File: config.mk
export PLATFORM = sky130hd
export DESIGN_NAME = counter_capture_on_interrupt
export DESIGN_NICKNAME = d
export VERILOG_FILES = /design/src/logic/capture_pkg.sv /design/src/logic/counter_capture_on_interrupt.sv /design/src/logic/pin_filter.sv
export VERILOG_INCLUDE_DIRS = /design/src /design/src/logic
export SDC_FILE = /design/constraint.sdc
export NUM_CORES = 1
export LEC_CHECK = 0
export ABC_AREA = 1
export ABC_CLOCK_PERIOD_IN_PS = 3900
export BUFFER_PORTS_ARGS = -buffer_cell sky130_fd_sc_hd__buf_2
export CAP_MARGIN = 25
export CELL_PAD_IN_SITES_DETAIL_PLACEMENT = 1
export CELL_PAD_IN_SITES_GLOBAL_PLACEMENT = 1
export CORE_MARGIN = 1.5
export CORE_UTILIZATION = 42
export DETAILED_ROUTE_END_ITERATION = 7
export HOLD_SLACK_MARGIN = 0.08
export PLACE_DENSITY = 0.94
export SLEW_MARGIN = 20
export SYNTH_ARGS = -nofsm -noshare
export SYNTH_HDL_FRONTEND = slang
export SYNTH_SLANG_ARGS = --single-unit
File: constraint.sdc
create_clock -name clk -period 3.9 [get_ports clk]
set_input_delay 0.195 -clock clk [delete_from_list [all_inputs] [get_ports clk]]
set_output_delay 0.195 -clock clk [all_outputs]
set_load 0.01 [all_outputs]
File: src/logic/capture_params.svh
// Constants for the counter capture block
`ifndef CAPTURE_PARAMS_SVH
`define CAPTURE_PARAMS_SVH

`define COUNT_W        32
`define WORD_W         16
`define SEL_W          2
`define EN_W           5
`define PEND_W         6

// Counter selection codes, group a (counted pin zero)
`define SEL_A0         2'h0
// Counter selection codes, group b (counted pin two)
`define SEL_B0         2'h0
`define SEL_B1         2'h1
`define SEL_B2         2'h2

// Interrupt source enable bit positions
`define EN_P0          0
`define EN_P1          1
`define EN_P3          2
`define EN_P4          3
`define EN_P5          4

// Pending bit positions, equal to the vector code bit positions
`define PB_P0R         0
`define PB_P0F         1
`define PB_P1          2
`define PB_P3          3
`define PB_P4          4
`define PB_P5          5

`endif

File: src/logic/capture_pkg.sv
// Types shared by the counter capture block
package capture_pkg;

  typedef enum logic [5:0]
  {
    VEC_NONE             = 6'h00,
    PIN0_INTERRUPT_VECTOR = 6'h01,
    PIN0_FALLING_VECTOR  = 6'h02,
    PIN1_INTERRUPT_VECTOR = 6'h04,
    PIN3_INTERRUPT_VECTOR = 6'h08,
    PIN4_INTERRUPT_VECTOR = 6'h10,
    PIN5_INTERRUPT_VECTOR = 6'h20
  } isr_vector_t;

endpackage

File: src/logic/counter_capture_on_interrupt.sv
// Counter capture on external interrupt, with pin zero edge reversal
`timescale 1ns/1ps
`default_nettype none
`include "capture_params.svh"

// Behaviour
// - Pin zero interrupt fires on rising edge; falling if flag set at enable.
// - Clearing the edge-reverse flag returns pin zero to rising-edge triggering.
// - A pin that is both counter reset and interrupt acts as interrupt.
// - On the interrupt, copy the counter value first, then clear the counter.
// - Group a counter zero, paired with pin one, captures into pair a.
// - Group a counters one to three, paired with pin four, capture into pair a.
// - Group b counter zero, paired with pin three, captures into pair b.
// - Group b counters one and two, paired with pin five, capture into pair b.
// - After store and clear, start the service routine of the firing pin.
module counter_capture_on_interrupt
  import capture_pkg::*;
#(
  parameter int COUNT_W = `COUNT_W,
  parameter int WORD_W  = `WORD_W
)
(
  input  wire logic              clk,
  input  wire logic              reset_n,
  input  wire logic              input_point_zero,
  input  wire logic              input_point_one,
  input  wire logic              input_point_two,
  input  wire logic              input_point_three,
  input  wire logic              input_point_four,
  input  wire logic              input_point_five,
  input  wire logic              edge_reverse_flag,
  input  wire logic              interrupt_enable_op,
  input  wire logic              interrupt_disable_op,
  input  wire logic [`EN_W-1:0]  vector_enable,
  input  wire logic              counter_a_run,
  input  wire logic [`SEL_W-1:0] counter_a_select,
  input  wire logic              counter_b_run,
  input  wire logic [`SEL_W-1:0] counter_b_select,
  output var  logic [WORD_W-1:0] capture_a_high,
  output var  logic [WORD_W-1:0] capture_a_low,
  output var  logic [WORD_W-1:0] capture_b_high,
  output var  logic [WORD_W-1:0] capture_b_low,
  output var  logic [COUNT_W-1:0] count_a,
  output var  logic [COUNT_W-1:0] count_b,
  output var  logic              capture_a_done,
  output var  logic              capture_b_done,
  output var  logic              interrupts_enabled,
  output var  logic              falling_edge_active,
  output var  logic              isr_start,
  output var  isr_vector_t       isr_vector
);

  if (COUNT_W != 2 * WORD_W)
  begin : g_width_check
    $error("COUNT_W must be twice WORD_W");
  end

  localparam logic [COUNT_W-1:0] COUNT_ONE = COUNT_W'(1);

  logic [5:0] rise;
  logic [5:0] fall;
  logic [5:0] pins;

  assign pins = {input_point_five, input_point_four, input_point_three,
                 input_point_two, input_point_one, input_point_zero};

  genvar gi;
  for (gi = 0; gi < 6; gi++)
  begin : g_pin
    pin_filter u_filter
    (
      .clk     (clk),
      .reset_n (reset_n),
      .pin     (pins[gi]),
      .rise_q  (rise[gi]),
      .fall_q  (fall[gi])
    );
  end

  // Enable and polarity state
  logic int_en_q;
  logic int_en_d;
  logic pol_q;
  logic pol_d;

  always_comb
  begin
    int_en_d = int_en_q;
    pol_d    = pol_q;
    if (interrupt_disable_op)
    begin
      int_en_d = 1'b0;
    end
    else if (interrupt_enable_op)
    begin
      int_en_d = 1'b1;
    end
    // Polarity is latched only by the enable operation, so the flag must lead it
    if (interrupt_enable_op && edge_reverse_flag)
    begin
      pol_d = 1'b1;
    end
    if (!edge_reverse_flag)
    begin
      pol_d = 1'b0;
    end
  end

  always_ff @(posedge clk)
  begin
    if (!reset_n)
    begin
      int_en_q <= 1'b0;
      pol_q    <= 1'b0;
    end
    else
    begin
      int_en_q <= int_en_d;
      pol_q    <= pol_d;
    end
  end

  // Interrupt events per source
  logic [`PEND_W-1:0] ev;
  logic               a_pin_edge;
  logic               a_pin_armed;
  logic               b_pin_edge;
  logic               b_pin_armed;
  logic               b_valid;

  always_comb
  begin
    ev = '0;
    ev[`PB_P0R] = int_en_q & vector_enable[`EN_P0] & ~pol_q & rise[0];
    ev[`PB_P0F] = int_en_q & vector_enable[`EN_P0] & pol_q & fall[0];
    ev[`PB_P1]  = int_en_q & vector_enable[`EN_P1] & rise[1];
    ev[`PB_P3]  = int_en_q & vector_enable[`EN_P3] & rise[3];
    ev[`PB_P4]  = int_en_q & vector_enable[`EN_P4] & rise[4];
    ev[`PB_P5]  = int_en_q & vector_enable[`EN_P5] & rise[5];
    if (counter_a_select == `SEL_A0)
    begin
      a_pin_edge  = rise[1];
      a_pin_armed = int_en_q & vector_enable[`EN_P1];
    end
    else
    begin
      a_pin_edge  = rise[4];
      a_pin_armed = int_en_q & vector_enable[`EN_P4];
    end
    b_valid = 1'b1;
    if (counter_b_select == `SEL_B0)
    begin
      b_pin_edge  = rise[3];
      b_pin_armed = int_en_q & vector_enable[`EN_P3];
    end
    else if (counter_b_select == `SEL_B1 || counter_b_select == `SEL_B2)
    begin
      b_pin_edge  = rise[5];
      b_pin_armed = int_en_q & vector_enable[`EN_P5];
    end
    else
    begin
      b_pin_edge  = 1'b0;
      b_pin_armed = 1'b0;
      b_valid     = 1'b0;
    end
  end

  // Counters and capture pairs
  logic [COUNT_W-1:0] cnt_a_d;
  logic [COUNT_W-1:0] cnt_b_d;
  logic [COUNT_W-1:0] cap_a_d;
  logic [COUNT_W-1:0] cap_b_d;
  logic [COUNT_W-1:0] cap_a_q;
  logic [COUNT_W-1:0] cap_b_q;
  logic               take_a;
  logic               take_b;

  always_comb
  begin
    take_a  = counter_a_run & a_pin_edge & a_pin_armed;
    take_b  = counter_b_run & b_valid & b_pin_edge & b_pin_armed;
    cnt_a_d = count_a;
    cnt_b_d = count_b;
    cap_a_d = cap_a_q;
    cap_b_d = cap_b_q;
    if (take_a)
    begin
      cap_a_d = count_a;
    end
    if (take_b)
    begin
      cap_b_d = count_b;
    end
    // Unarmed pin acts as a plain counter reset; armed pin goes to the interrupt
    if (counter_a_run && a_pin_edge)
    begin
      cnt_a_d = '0;
    end
    if (counter_b_run && b_valid && b_pin_edge)
    begin
      cnt_b_d = '0;
    end
    // A count edge in the clearing cycle is kept rather than lost
    if (counter_a_run && rise[0])
    begin
      cnt_a_d = cnt_a_d + COUNT_ONE;
    end
    if (counter_b_run && b_valid && rise[2])
    begin
      cnt_b_d = cnt_b_d + COUNT_ONE;
    end
  end

  // Pending interrupts and service start
  logic [`PEND_W-1:0] pend_q;
  logic [`PEND_W-1:0] pend_d;
  logic [`PEND_W-1:0] pick;
  logic               start_d;

  always_comb
  begin
    pick    = pend_q & (~pend_q + `PEND_W'(1));
    start_d = |pick;
    // New events are OR-ed after the service clear so a set never gets lost
    pend_d  = (pend_q & ~pick) | ev;
  end

  always_ff @(posedge clk)
  begin
    if (!reset_n)
    begin
      count_a        <= '0;
      count_b        <= '0;
      cap_a_q        <= '0;
      cap_b_q        <= '0;
      capture_a_done <= 1'b0;
      capture_b_done <= 1'b0;
      pend_q         <= '0;
      isr_start      <= 1'b0;
      isr_vector     <= VEC_NONE;
    end
    else
    begin
      count_a        <= cnt_a_d;
      count_b        <= cnt_b_d;
      cap_a_q        <= cap_a_d;
      cap_b_q        <= cap_b_d;
      capture_a_done <= take_a;
      capture_b_done <= take_b;
      pend_q         <= pend_d;
      isr_start      <= start_d;
      isr_vector     <= isr_vector_t'(pick);
    end
  end

  assign capture_a_high      = cap_a_q[COUNT_W-1:WORD_W];
  assign capture_a_low       = cap_a_q[WORD_W-1:0];
  assign capture_b_high      = cap_b_q[COUNT_W-1:WORD_W];
  assign capture_b_low       = cap_b_q[WORD_W-1:0];
  assign interrupts_enabled  = int_en_q;
  assign falling_edge_active = pol_q;

endmodule

`default_nettype wire

File: src/logic/pin_filter.sv
// Three-stage pin synchroniser with agreement filter and edge pulses
`timescale 1ns/1ps
`default_nettype none

module pin_filter
(
  input  wire logic clk,
  input  wire logic reset_n,
  input  wire logic pin,
  output var  logic rise_q,
  output var  logic fall_q
);

  logic s1_q;
  logic s2_q;
  logic s3_q;
  logic level_q;
  logic level_d;
  logic rise_d;
  logic fall_d;

  // Only the second stage reads s1_q; the filter looks at stages two and three
  always_comb
  begin
    level_d = level_q;
    if (s2_q == s3_q)
    begin
      level_d = s3_q;
    end
    rise_d = level_d & ~level_q;
    fall_d = ~level_d & level_q;
  end

  always_ff @(posedge clk)
  begin
    if (!reset_n)
    begin
      s1_q    <= 1'b0;
      s2_q    <= 1'b0;
      s3_q    <= 1'b0;
      level_q <= 1'b0;
      rise_q  <= 1'b0;
      fall_q  <= 1'b0;
    end
    else
    begin
      s1_q    <= pin;
      s2_q    <= s1_q;
      s3_q    <= s2_q;
      level_q <= level_d;
      rise_q  <= rise_d;
      fall_q  <= fall_d;
    end
  end

endmodule

`default_nettype wire
==> results by group <==
Finish
  • Final non-filler cell total: ~1500
  • Most common cell after layout, fill and taps aside: nor2_1
  • Share of cells above drive strength 1: 0.208
  • Ant. Diodes: 0
  • Commonest non-fill, non-tap cells in the layout: nor2_1, nand2_1, dfxtp_1
  • Layout area overhead: 20.9%
  • # nets final: between 1000 and 1500

Worst setup path
  • Crit path DAT: 2920 ps
  • Crit-path max FO: 27
  • WS Path Type: reg -> reg
  • Worst Path Required: 4230 ps
  • Worst R2R End: count_b[21]
  • Worst R2R Path Depth: 13
  • Worst reg2reg path startpoint: g_pin[5].u_filter.rise_q
  • CP Launch Type: flop
  • Flop-to-flop setup slack: around 1300 ps
  • Crit path capture type: flop

Flow run
  • Max-cap violations: 0

Timing
  • Worst Skew: between 10 and 15 ps
  • Final hold vios: 0
  • Final setup viols: 0
  • Slew Limit Headroom: 0.331
  • Tcrit/Tclk final: 0.665
  • TNS Setup: 0 ps
  • Fmax: 386 MHz
  • RSZ-0062 raised after global routing: no
  • Tmin final: 2590 ps
  • Slew at the pin with the worst max-slew slack: around 1000 ps
  • Max Slew Vio Count: 0

Yosys
  • Yosys cell types: 39
  • Mux cell area share after synthesis: 0
  • Synthesized Nets: 1106
  • Seq/Total Area, Yosys: 0.452
  • Post-synthesis xor/xnor area fraction: 0
  • Adder-cell area share of the yosys netlist: 0.00642
  • Post-synthesis compound-gate area fraction: 0.125
  • Syn Area/Cell: about 7.2 µm²
  • Largest family of logic cells by synthesized area: simple AND/OR/NAND/NOR gates
  • Mapped Cells: between 1000 and 1500
  • Area share of the largest cell type after synthesis: 0.452
  • Synthesis Warnings: 0
  • Simple-Gate Fraction of Synth Area: 0.325
  • Top cells by area, synth: dfxtp_1, nor2_1, nand2_1
  • Synthesized area: 0.00780 mm²
  • Seq cells post-synth: 176
  • Leading area contributor after synthesis: dfxtp_1

Power
  • Static leakage: 0.00429 µW
  • Worst VDD drop: between 0.3 and 0.4 mV
  • PwrDens: around 380 mW/mm²

CTS
  • Total CTS buffers: 17
  • TritonCTS clock tree: yes
  • Worst skew pair latency: about 440 ps
  • Clock sink total: approximately 180
  • Post-CTS Setup Bufs: 0
  • Clock Pin Slew Worst Setup and Hold Paths: around 70 ps
  • CTS max path bufs: 2
  • H-tree depth: 4
  • Root buffer cell: clkbuf_16

Worst hold path
  • Hold path start: vector_enable[4]
  • Hold Path Depth: 5
  • Worst min path class: in -> reg
  • End of the worst hold path: pend_q[5]

Routing
  • Post-route ant nets: 0
  • Vias: 7826
  • Pre-Repair DR Iteration Count: 8
  • Drt drc: 14
  • Detailed-route wire length per cell: between 15 and 20 µm
  • Vias per cell: between 5 and 6
  • Post-Route WL: roughly 25 mm
  • DR iter-0 viols: ~420

Placement
  • GP Congestion: 0.882
  • # port buffers: 160
  • Post-DP HPWL: 17.2 mm
  • Placed Cells: around 1400

Floorplanning
  • Rows: 49
  • Die W: 139 µm
  • Core area: around 0.018 mm²
  • Starting Density: 0.431
  • Io pins: 161
  • DIE AREA: roughly 0.019 mm²
  • Die Y: approximately 140 µm

GRT
  • GR Overflow Total: 0
  • Largest net degree at the start of global routing: 77
  • First-pass GRT wire length: just over 40 mm
  • Initial antenna violation count: 0
  • Gr usage total: 0.264
  • Vias in the first global route: ~8200

Outcome
  • Status: complete, but fails checks
  • Failing checks: DRC
-- worst max-delay path by stage --
stage / startpoint / to / cells past startpoint
after floorplan: counter_b_select[0] / count_b[22] / 21
after global placement: counter_b_select[0] / count_b[21] / 16
after detailed placement: counter_b_select[0] / count_b[22] / 18
after CTS: g_pin[5].u_filter.rise_q / count_b[22] / 15
after global routing: g_pin[1].u_filter.rise_q / count_a[20] / 11
final: g_pin[5].u_filter.rise_q / count_b[21] / 13
-- flip-flops by register name, summed over array words and instances, names as in the netlist --
| name | count |
|---|---|
| g_pin.u_filter.level_q | 6 |
| interrupts_enabled | 1 |
| g_pin.u_filter.rise_q | 6 |
| g_pin.u_filter.fall_q | 1 |
| isr_vector | 6 |
| pend_q | 6 |
| falling_edge_active | 1 |
| count_a | 32 |
| capture_b_done | 1 |
| capture_a_done | 1 |
| g_pin.u_filter.s3_q | 6 |
| count_b | 32 |
| isr_start | 1 |
| cap_a_q | 32 |
| g_pin.u_filter.s1_q | 6 |
| g_pin.u_filter.s2_q | 6 |
| cap_b_q | 32 |
-- cells in the mapped netlist --
cell and n:
a211oi_1 1, nor3_2 2, buf_4 2, o22ai_1 1
a21boi_0 6, ha_1 4, buf_2 2, dfxtp_1 176
a21oi_1 64, buf_8 1, and2_1 1, buf_6 4
nand3_4 4, nor2_2 14, nand3b_4 1, nor4_1 3
nor3b_2 1, nand4_1 15, clkbuf_1 29, o21bai_1 1
nand2_1 182, nand2_4 2, nor3_1 22, buf_1 3
nand3_1 53, nor2_1 205, nand4_2 1, o21ai_0 102
o32ai_1 3, clkinv_1 1, buf_12 1, o21ai_1 4
o21a_1 4, inv_2 4, inv_1 126, nand3_2 14
nand2_2 5, nor2_4 13, nand3b_1 3
-- where the power goes --
group / internal [µW] / switching [µW] / leakage, µW
combinational: 44.2 / 85.0 / 0.00261
clock: 842 / 781 / 0.000253
sequential: 1810 / 7.30 / 0.00142
-- through the flow --
step | instance area [µm²] | worst slack [ps] | hold slack (ps) | util | power, µW
4_1_cts | 9430 | 1330 | 96.7 | 0.521 | 3600
5_1_grt | 9430 | 1050 | 154 | 0.521 | 3690
2_1_floorplan | 7800 | 1320 | 274 | - | 1940
3_3_place_gp | 8710 | 1200 | 361 | 0.482 | 1960
3_5_place_dp | 8740 | 1010 | 372 | 0.483 | 1970
6_report | 9430 | 1310 | 111 | 0.521 | 3570
-- worst max-delay path, cell delays in order, from the launching register on --
cell and delay (ps):
dfxtp_1 320, nand2_1 70, nand2_1 70, nand3_2 340
buf_4 400, nand2_1 140, inv_1 100, nand2_1 100
nor2_1 160, nand3_1 200, nor2_2 260, nand2_1 90
o21ai_0 170, nor2_1 50
-- repair_timing --
item / in CTS / in global routing
endpoints found under the hold margin: 13 / 0
hold buffers: 14 / 0
gates resized for setup: 0 / 0
-- area by class of cell --
type / count / area [µm²]
Tap cell: 229 / 287
Fill cell: 2316 / 8660
Inverter: 131 / 492
Clock buffer: 19 / 443
Clock inverter: 13 / 104
Multi-Input combinational cell: 731 / 3560
Timing Repair Buffer: 182 / 1020
Sequential cell: 176 / 3520
-- metal layers --
layer,vias up,GRT usage,wire (µm)
met5,-,0,0
met4,0,0.104,577
met3,47,0.0530,1250
met2,201,0.458,12500
met1,3805,0.321,11000
li1,3773,-,-
-- logic make-up after synthesis --
kind of cell	Yosys count
DFF	176
buffers and inverters	173
AOI/OAI and AO/OA	186
and+or+nand+nor	541
adders and majority gates	4
Note: power is estimated with default switching activity, not from simulation.
